==> src/lxr_pkg.sv <==
// Package with register map constants for the LED expander registers
package lxr_pkg;
  localparam int LXR_AW = 8;
  localparam int LXR_DW = 8;
  localparam int LXR_NPORT = 16;
  localparam logic [7:0] LXR_INPUT_LOW = 8'h00;
  localparam logic [7:0] LXR_INPUT_HIGH = 8'h01;
  localparam logic [7:0] LXR_PHASE0_LOW = 8'h02;
  localparam logic [7:0] LXR_PHASE0_HIGH = 8'h03;
  localparam logic [7:0] LXR_POLARITY_LOW = 8'h04;
  localparam logic [7:0] LXR_POLARITY_HIGH = 8'h05;
  localparam logic [7:0] LXR_DIR_LOW = 8'h06;
  localparam logic [7:0] LXR_DIR_HIGH = 8'h07;
  localparam logic [7:0] LXR_PHASE1_LOW = 8'h0B;
  localparam logic [7:0] LXR_PHASE1_HIGH = 8'h0C;
  localparam logic [7:0] LXR_MASTER = 8'h0E;
  localparam logic [7:0] LXR_CONFIG = 8'h0F;
  localparam logic [7:0] LXR_INTENS_BASE = 8'h10;
  localparam logic [7:0] LXR_INTENS_LAST = 8'h17;
  localparam logic [7:0] LXR_INTENS_9_8 = 8'h14;
  localparam logic [7:0] LXR_INTENS_11_10 = 8'h15;
  localparam logic [7:0] LXR_INTENS_13_12 = 8'h16;
  localparam logic [7:0] LXR_INTENS_15_14 = 8'h17;
  // Reset values: blink and PWM off, ports as inputs, outputs released
  localparam logic [7:0] LXR_RST_ZERO = 8'h00;
  localparam logic [7:0] LXR_RST_ONES = 8'hFF;
  localparam logic [7:0] LXR_RST_CONFIG = 8'h00;
  localparam logic [7:0] LXR_RST_MASTER = 8'h00;
  localparam int LXR_CFG_BLINK_BIT = 0;
  localparam int LXR_CFG_PHASE_BIT = 1;
  localparam logic [3:0] LXR_FULL_DUTY = 4'hF;
  localparam int LXR_PWM_STEPS = 16;
endpackage

==> src/lxr_pwm.sv <==
// Per-port duty generator for 4-bit intensity fields
`timescale 1ns/1ns
`default_nettype none
module lxr_pwm #(
  parameter int NPORT = 16
) (
  input wire logic clk,
  input wire logic rst,
  input wire logic [3:0] slot,
  input wire logic [NPORT*4-1:0] level,
  output logic [NPORT-1:0] on
);
  import lxr_pkg::*;
  logic [NPORT-1:0] on_d;
  logic [NPORT-1:0] on_q;
  genvar g;
  generate
    for (g = 0; g < NPORT; g++) begin : g_port
      // Value n lights slots 0..n, so n+1 of 16; 1111 stays static
      always_comb begin
        on_d[g] = (level[g*4 +: 4] == LXR_FULL_DUTY) || (slot <= level[g*4 +: 4]);
      end
    end
  endgenerate
  always_ff @(posedge clk) begin
    if (rst) begin
      on_q <= '0;
    end else begin
      on_q <= on_d;
    end
  end
  assign on = on_q;
endmodule
`default_nettype wire

==> src/lxr_regs.sv <==
// Register bank of the 16-port LED expander with blink and intensity control
// What this block does
// - Ports 9/8 intensity at 0x14, ports 11/10 at 0x15, high/low nibbles.
// - Ports 13/12 intensity at 0x16, ports 15/14 at 0x17, high/low nibbles.
// - Intensity registers read back exactly what was last written.
// - Polarity addresses ignore writes and read zero.
// - Blink phase 0 sits at legacy output addresses 0x02, 0x03.
// - Blink phase 1 registers sit at 0x0B and 0x0C.
// - Master and extra output intensity share register 0x0E.
// - Blink and PWM are disabled after reset until host enables them.
// - Ports 0-7 share one phase register, ports 8-15 another.
// - Extra output is driven from its own nibble of register 0x0E, apart from ports.
// - Intensity 0000 gives one sixteenth duty, each step adds one sixteenth.
// - Intensity 1111 gives full static level without modulation.
`timescale 1ns/1ns
`default_nettype none
module lxr_regs #(
  parameter int NPORT = 16
) (
  input wire logic clk,
  input wire logic rst,
  input wire logic [lxr_pkg::LXR_AW-1:0] reg_addr,
  input wire logic [lxr_pkg::LXR_DW-1:0] reg_wdata,
  input wire logic reg_wr,
  input wire logic reg_rd,
  output logic [lxr_pkg::LXR_DW-1:0] reg_rdata,
  output logic reg_rvalid,
  input wire logic [NPORT-1:0] port_pins_in,
  output logic [NPORT-1:0] port_pins_out,
  output logic [NPORT-1:0] port_pins_oe_n,
  output logic extra_output
);
  import lxr_pkg::*;

  function automatic logic hit(input logic [7:0] a, input logic [7:0] r);
    hit = (a == r);
  endfunction

  logic [15:0] phase0_q, phase0_d;
  logic [15:0] phase1_q, phase1_d;
  logic [15:0] dir_q, dir_d;
  logic [7:0] master_q, master_d;
  logic [7:0] config_q, config_d;
  logic [7:0] intens_q [0:7];
  logic [7:0] intens_d [0:7];
  logic [7:0] rdata_q, rdata_d;
  logic rvalid_q, rvalid_d;
  logic [15:0] pins_q, pins_d;
  logic [15:0] oe_n_q, oe_n_d;
  logic extra_q, extra_d;
  logic [3:0] slot_q, slot_d;
  logic [NPORT-1:0] pwm_on;
  logic [NPORT*4-1:0] levels;
  logic [7:0] idx;

  // Register writes
  always_comb begin
    phase0_d = phase0_q;
    phase1_d = phase1_q;
    dir_d = dir_q;
    master_d = master_q;
    config_d = config_q;
    idx = reg_addr - LXR_INTENS_BASE;
    for (int i = 0; i < 8; i++) begin
      intens_d[i] = intens_q[i];
    end
    if (reg_wr) begin
      if (hit(reg_addr, LXR_PHASE0_LOW)) phase0_d[7:0] = reg_wdata;
      if (hit(reg_addr, LXR_PHASE0_HIGH)) phase0_d[15:8] = reg_wdata;
      if (hit(reg_addr, LXR_PHASE1_LOW)) phase1_d[7:0] = reg_wdata;
      if (hit(reg_addr, LXR_PHASE1_HIGH)) phase1_d[15:8] = reg_wdata;
      if (hit(reg_addr, LXR_DIR_LOW)) dir_d[7:0] = reg_wdata;
      if (hit(reg_addr, LXR_DIR_HIGH)) dir_d[15:8] = reg_wdata;
      if (hit(reg_addr, LXR_MASTER)) master_d = reg_wdata;
      if (hit(reg_addr, LXR_CONFIG)) config_d = reg_wdata;
      // Polarity addresses fall through with no storage
      if (reg_addr >= LXR_INTENS_BASE && reg_addr <= LXR_INTENS_LAST) begin
        intens_d[idx[2:0]] = reg_wdata;
      end
    end
  end

  always_ff @(posedge clk) begin
    if (rst) begin
      phase0_q <= {LXR_RST_ONES, LXR_RST_ONES};
      phase1_q <= {LXR_RST_ONES, LXR_RST_ONES};
      dir_q <= {LXR_RST_ONES, LXR_RST_ONES};
      master_q <= LXR_RST_MASTER;
      config_q <= LXR_RST_CONFIG;
      for (int i = 0; i < 8; i++) begin
        intens_q[i] <= LXR_RST_ONES;
      end
    end else begin
      phase0_q <= phase0_d;
      phase1_q <= phase1_d;
      dir_q <= dir_d;
      master_q <= master_d;
      config_q <= config_d;
      for (int i = 0; i < 8; i++) begin
        intens_q[i] <= intens_d[i];
      end
    end
  end

  // Register reads, one cycle after the strobe
  always_comb begin
    rvalid_d = reg_rd;
    rdata_d = rdata_q;
    if (reg_rd) begin
      rdata_d = 8'h00;
      if (hit(reg_addr, LXR_INPUT_LOW)) rdata_d = port_pins_in[7:0];
      if (hit(reg_addr, LXR_INPUT_HIGH)) rdata_d = port_pins_in[15:8];
      if (hit(reg_addr, LXR_PHASE0_LOW)) rdata_d = phase0_q[7:0];
      if (hit(reg_addr, LXR_PHASE0_HIGH)) rdata_d = phase0_q[15:8];
      if (hit(reg_addr, LXR_PHASE1_LOW)) rdata_d = phase1_q[7:0];
      if (hit(reg_addr, LXR_PHASE1_HIGH)) rdata_d = phase1_q[15:8];
      if (hit(reg_addr, LXR_DIR_LOW)) rdata_d = dir_q[7:0];
      if (hit(reg_addr, LXR_DIR_HIGH)) rdata_d = dir_q[15:8];
      if (hit(reg_addr, LXR_MASTER)) rdata_d = master_q;
      if (hit(reg_addr, LXR_CONFIG)) rdata_d = config_q;
      if (reg_addr >= LXR_INTENS_BASE && reg_addr <= LXR_INTENS_LAST) begin
        rdata_d = intens_q[idx[2:0]];
      end
    end
  end

  always_ff @(posedge clk) begin
    if (rst) begin
      rdata_q <= 8'h00;
      rvalid_q <= 1'b0;
    end else begin
      rdata_q <= rdata_d;
      rvalid_q <= rvalid_d;
    end
  end

  // Duty slot counter; a PWM period is sixteen slots
  always_comb begin
    slot_d = slot_q + 4'h1;
  end

  always_ff @(posedge clk) begin
    if (rst) begin
      slot_q <= 4'h0;
    end else begin
      slot_q <= slot_d;
    end
  end

  genvar g;
  generate
    for (g = 0; g < NPORT; g++) begin : g_lvl
      // Even port in low nibble, odd port in high nibble
      assign levels[g*4 +: 4] = g[0] ? intens_q[g/2][7:4] : intens_q[g/2][3:0];
    end
  endgenerate

  lxr_pwm #(.NPORT(NPORT)) u_pwm (
    .clk(clk),
    .rst(rst),
    .slot(slot_q),
    .level(levels),
    .on(pwm_on)
  );

  // Output drive. Open drain: low enable means pin is pulled low
  always_comb begin
    logic [15:0] sel;
    logic blink_en;
    logic pwm_en;
    sel = '0;
    blink_en = config_q[LXR_CFG_BLINK_BIT];
    pwm_en = (master_q[7:4] != 4'h0);
    // Blink off means phase 0 alone decides, PWM off means static level
    sel = (blink_en && config_q[LXR_CFG_PHASE_BIT]) ? phase1_q : phase0_q;
    for (int i = 0; i < 16; i++) begin
      pins_d[i] = 1'b0;
      oe_n_d[i] = !(!dir_q[i] && (!sel[i]) && (pwm_en ? pwm_on[i] : 1'b1));
    end
    // Extra output follows master_q[3:0] duty, only while master_q[7:4] is nonzero
    extra_d = pwm_en && (slot_q <= master_q[3:0]);
  end

  always_ff @(posedge clk) begin
    if (rst) begin
      pins_q <= '0;
      oe_n_q <= {LXR_RST_ONES, LXR_RST_ONES};
      extra_q <= 1'b0;
    end else begin
      pins_q <= pins_d;
      oe_n_q <= oe_n_d;
      extra_q <= extra_d;
    end
  end

  assign reg_rdata = rdata_q;
  assign reg_rvalid = rvalid_q;
  assign port_pins_out = pins_q;
  assign port_pins_oe_n = oe_n_q;
  assign extra_output = extra_q;

  // Duty audit on port 8; pwm_on lags levels by a cycle, so audit a delayed copy
  logic [3:0] aud_lvl_q, aud_lvl_d;
  logic [3:0] aud_ref_q, aud_ref_d;
  logic [4:0] aud_cnt_q, aud_cnt_d;
  logic aud_same_q, aud_same_d;
  logic aud_arm_q, aud_arm_d;

  always_comb begin
    aud_lvl_d = levels[35:32];
    aud_ref_d = aud_ref_q;
    aud_cnt_d = aud_cnt_q + {4'h0, pwm_on[8]};
    aud_same_d = aud_same_q && (aud_lvl_q == aud_ref_q);
    aud_arm_d = aud_arm_q;
    // Slot 1 here shows slot 0 at the duty output, so a period starts
    if (slot_q == 4'h1) begin
      aud_ref_d = aud_lvl_q;
      aud_cnt_d = {4'h0, pwm_on[8]};
      aud_same_d = 1'b1;
      aud_arm_d = 1'b1;
    end
  end

  always_ff @(posedge clk) begin
    if (rst) begin
      aud_lvl_q <= LXR_FULL_DUTY;
      aud_ref_q <= LXR_FULL_DUTY;
      aud_cnt_q <= 5'h00;
      aud_same_q <= 1'b0;
      aud_arm_q <= 1'b0;
    end else begin
      aud_lvl_q <= aud_lvl_d;
      aud_ref_q <= aud_ref_d;
      aud_cnt_q <= aud_cnt_d;
      aud_same_q <= aud_same_d;
      aud_arm_q <= aud_arm_d;
    end
  end
endmodule
`default_nettype wire

==> config.mk <==
export PLATFORM = sky130hd
export DESIGN_NAME = lxr_regs
export DESIGN_NICKNAME = d
export VERILOG_FILES = /design/src/lxr_pkg.sv /design/src/lxr_pwm.sv /design/src/lxr_regs.sv
export SDC_FILE = /design/constraint.sdc
export NUM_CORES = 1
export LEC_CHECK = 0
export ABC_AREA = 0
export BUFFER_PORTS_ARGS = -buffer_cell sky130_fd_sc_hd__buf_2
export CAP_MARGIN = 20
export CORE_AREA = 4 4 181 183
export CTS_CLUSTER_DIAMETER = 100
export DETAILED_ROUTE_END_ITERATION = 8
export DIE_AREA = 0 0 185 187
export HOLD_SLACK_MARGIN = 0.05
export SLEW_MARGIN = 20
export SYNTH_ARGS = -nofsm -noshare
export SYNTH_HDL_FRONTEND = slang
export SYNTH_SLANG_ARGS = --single-unit
==> constraint.sdc <==
create_clock -name clk -period 1.8 [get_ports clk]
set_input_delay 0.36 -clock clk [delete_from_list [all_inputs] [get_ports clk]]
set_output_delay 0.36 -clock clk [all_outputs]
set_load 0.005 [all_outputs]
==> flow_summary_export.csv <==
group,metric,value,unit
critical_path,path_class,"flip-flop to flip-flop",
hold_path,min_path_type,"input pin to flip-flop",
grt,grt_max_degree,65,
clocking,insertion_delay,0.43,ns
clocking,clock-sinks,174,
synth,ys_seq_elements,174,
critical_path,cp.arrival,2.05,ns
synth,synth-edff-count,0,
power_and_ir_drop,power.density,737,nW/um^2
place,port_buffers,61,
synth,ys_warn_count,0,
cells_and_area,seq_area,3480,um^2
synth,netlist.area_leader.share,0.376,
route,drt-initial-drc-count,802,
route,wl_per_cell,20.2,um
power_and_ir_drop,vdd_drop_max,0.652,mV
clocking,cts-root-buf,"clkbuf_16",
synth,yosysUniqueCellTypes,63,
sta,setup_viol,0,
grt,overflow,0,
sta,finClkSkew,0.0102,ns
route,via_count,8473,
clocking,clk_pin_slew,0.08,ns
clocking,post_cts_buffers,0,
route,dr.pass1.iters,5,
outcome,outcome,"finished, final reports clean",
place,routabilityCongestion,0.921,
cells_and_area,diodes,0,
route,drc_errors,0,
sta,drv_slew,0,
floorplanning,die_area,34600,um^2
clocking,numCtsBuffers,17,
floorplanning,die_y,187,um
critical_path,startpoint_type,"flip-flop",
floorplanning,io_pins,78,
cells_and_area,final_cell_mix,"dfxtp_1, nand2_1, buf_4, o211ai_1, ha_1",
critical_path,worstPathRequired,2.15,ns
sta,worstMarginPinSlew,0.521,ns
sta,period_needed,1.70,ns
sta,fin_hold_ws,0.262,ns
route,avgViaCountPerCell,5.34,
sta,relSlewSlack,0.644,
sta,setup_tns,0,ns
cells_and_area,multi_input_area,5240,um^2
synth,ys_seq_area_frac,0.376,
grt,grt_pass1_wl,48800,um
cells_and_area,area_delta_synth_final,24.5,%
clocking,cts_hold_buf,0,
floorplanning,rows,65,
route,routed_wl,32100,um
place,dp_hpwl,24400,um
cells_and_area,fillers,3201,
sta,hold_viol,0,
floorplanning,die_x,185,um
cells_and_area,nets,1278,
sta,grt_setup_unrepaired,"true",
cells_and_area,drive_gt1_frac,0.226,
synth,syn_inst,1023,
sta,fin_crit_sh,0.944,
synth,yosysTopAreaCell,"dfxtp_1",
run,drv_cap,0,
floorplanning,start_util,0.297,
power_and_ir_drop,leakage,5.49,nW
cells_and_area,final_common_cell,"dfxtp_1",
critical_path,cp-end-kind,"flip-flop",
grt,grt_pass1_vias,8115,
synth,syn_area,9270,um^2
sta,fmax,589,MHz
synth,async_flop_share,0,
synth,synth_top_flop_cell,"dfxtp_1",
synth,avgSynthCellArea,9.06,um^2
clocking,cts.htree.levels,4,
clocking,clockBufferDepth,2,
clocking,cts_tree,"yes",
grt,grtUsageTotal,0.184,
route,final_antenna_net_count,0,
synth,synth_area_leaders,"dfxtp_1, ha_1, o211ai_1",
grt,antenna_found_initial,0,
floorplanning,core_area,31200,um^2
critical_path,worstPathMaxFanout,12,
## path summary, 6_finish.rpt
path	from	end	slack, ns	depth (start not counted)
min reg2reg	u_pwm.on[9]$_SDFF_PP0_	port_pins_oe_n[9]$_SDFF_PP1_	0.41	1
max	slot_q[1]$_SDFF_PP0_	u_pwm.on[6]$_SDFF_PP0_	0.10	7
max reg2reg	slot_q[1]$_SDFF_PP0_	u_pwm.on[6]$_SDFF_PP0_	0.10	7
min	reg_wdata[5]	intens_q[4][5]$_SDFFE_PP1P_	0.26	3
## through the flow
| step | setup WS, ns | instance area (um^2) | cells | utilization | total power, W |
|---|---|---|---|---|---|
| 3_5_place_dp | -0.251 | 10900 | 1556 | 0.349 | 0.00489 |
| 6_report | 0.101 | 11500 | 1588 | 0.369 | 0.00850 |
| 3_3_place_gp | -0.242 | 10900 | 1556 | 0.349 | 0.00487 |
| 2_1_floorplan | -0.0154 | 9330 | 1038 | - | 0.00445 |
| 5_1_grt | -0.0194 | 11500 | 1588 | 0.369 | 0.00877 |
| 4_1_cts | 0.00340 | 11500 | 1588 | 0.368 | 0.00854 |
## state kept, by name, indices dropped and copies added (netlist names)
signal          cells
reg_rvalid          1
port_pins_oe_n     16
dir_q              16
extra_output        1
reg_rdata           8
phase1_q           16
config_q            8
slot_q              4
u_pwm.on           16
master_q            8
phase0_q           16
intens_q           64
## area by class of cell
cell class | count | share of cell area
multi-input cells | 723 | 0.454
flip-flops and latches | 174 | 0.302
repair buffers | 194 | 0.129
well taps | 402 | 0.0436
clock buffers | 17 | 0.0369
inverters | 63 | 0.0205
clock inverters | 15 | 0.0143
## cell usage after synthesis, types with 3 or more instances
cell and count:
a311oi_1 3, and2_1 3, buf_4 23, o21a_1 17
a31oi_1 16, dfxtp_1 174, a2111oi_0 15, nand3_1 13
o21ai_0 43, o211ai_1 84, a221o_1 6, nor2b_1 22
a211oi_1 4, nand2b_1 19, o2bb2ai_1 5, inv_1 54
clkinv_1 8, nor2_1 40, a211o_1 15, nand2_1 154
mux4_2 20, ha_1 69, nand4_1 36, o2111ai_1 3
a21oi_1 23, a22o_1 7, and3_1 18, buf_2 16
a22oi_1 4, clkbuf_1 32, buf_1 3, mux2i_1 34
## worst max-delay path, stage by stage, from the launching register on
cell and delay [ns]:
dfxtp_2 0.34, buf_12 0.15, ha_1 0.30, nor2b_1 0.13, o21a_1 0.15, o21ai_0 0.16
nand2b_1 0.13, a31oi_4 0.24
## cells by family (layout without fill, tap and decap cells)
kind of cell,after synthesis,in the layout,synth area share
simple gates,326,326,0.175
fa+ha+maj,69,69,0.0932
xor+xnor,2,2,0.00189
flops,174,174,0.376
compound gates,254,254,0.195
buf+inv,141,289,0.0716
mux,56,56,0.0878
other cells,1,16,0.000405
## power breakdown
part	switching [W]	internal (W)	leakage, nW
Combinational	0.000523	0.000368	3.78
Sequential	0.0000342	0.00389	1.42
Clock	0.00182	0.00187	0.285
Total	0.00238	0.00612	5.49
## layer usage
layer	track usage	wire, um
met5	0	0
met1	0.251	13900
met4	0.0508	775
met2	0.291	14900
met3	0.0436	2490
## what timing repair did
item / CTS / global route
cloned: 0 / 0
setup endpoints to repair: 1 / 16
resized for setup: 2 / 15
Power figures use the tool's default switching activity.
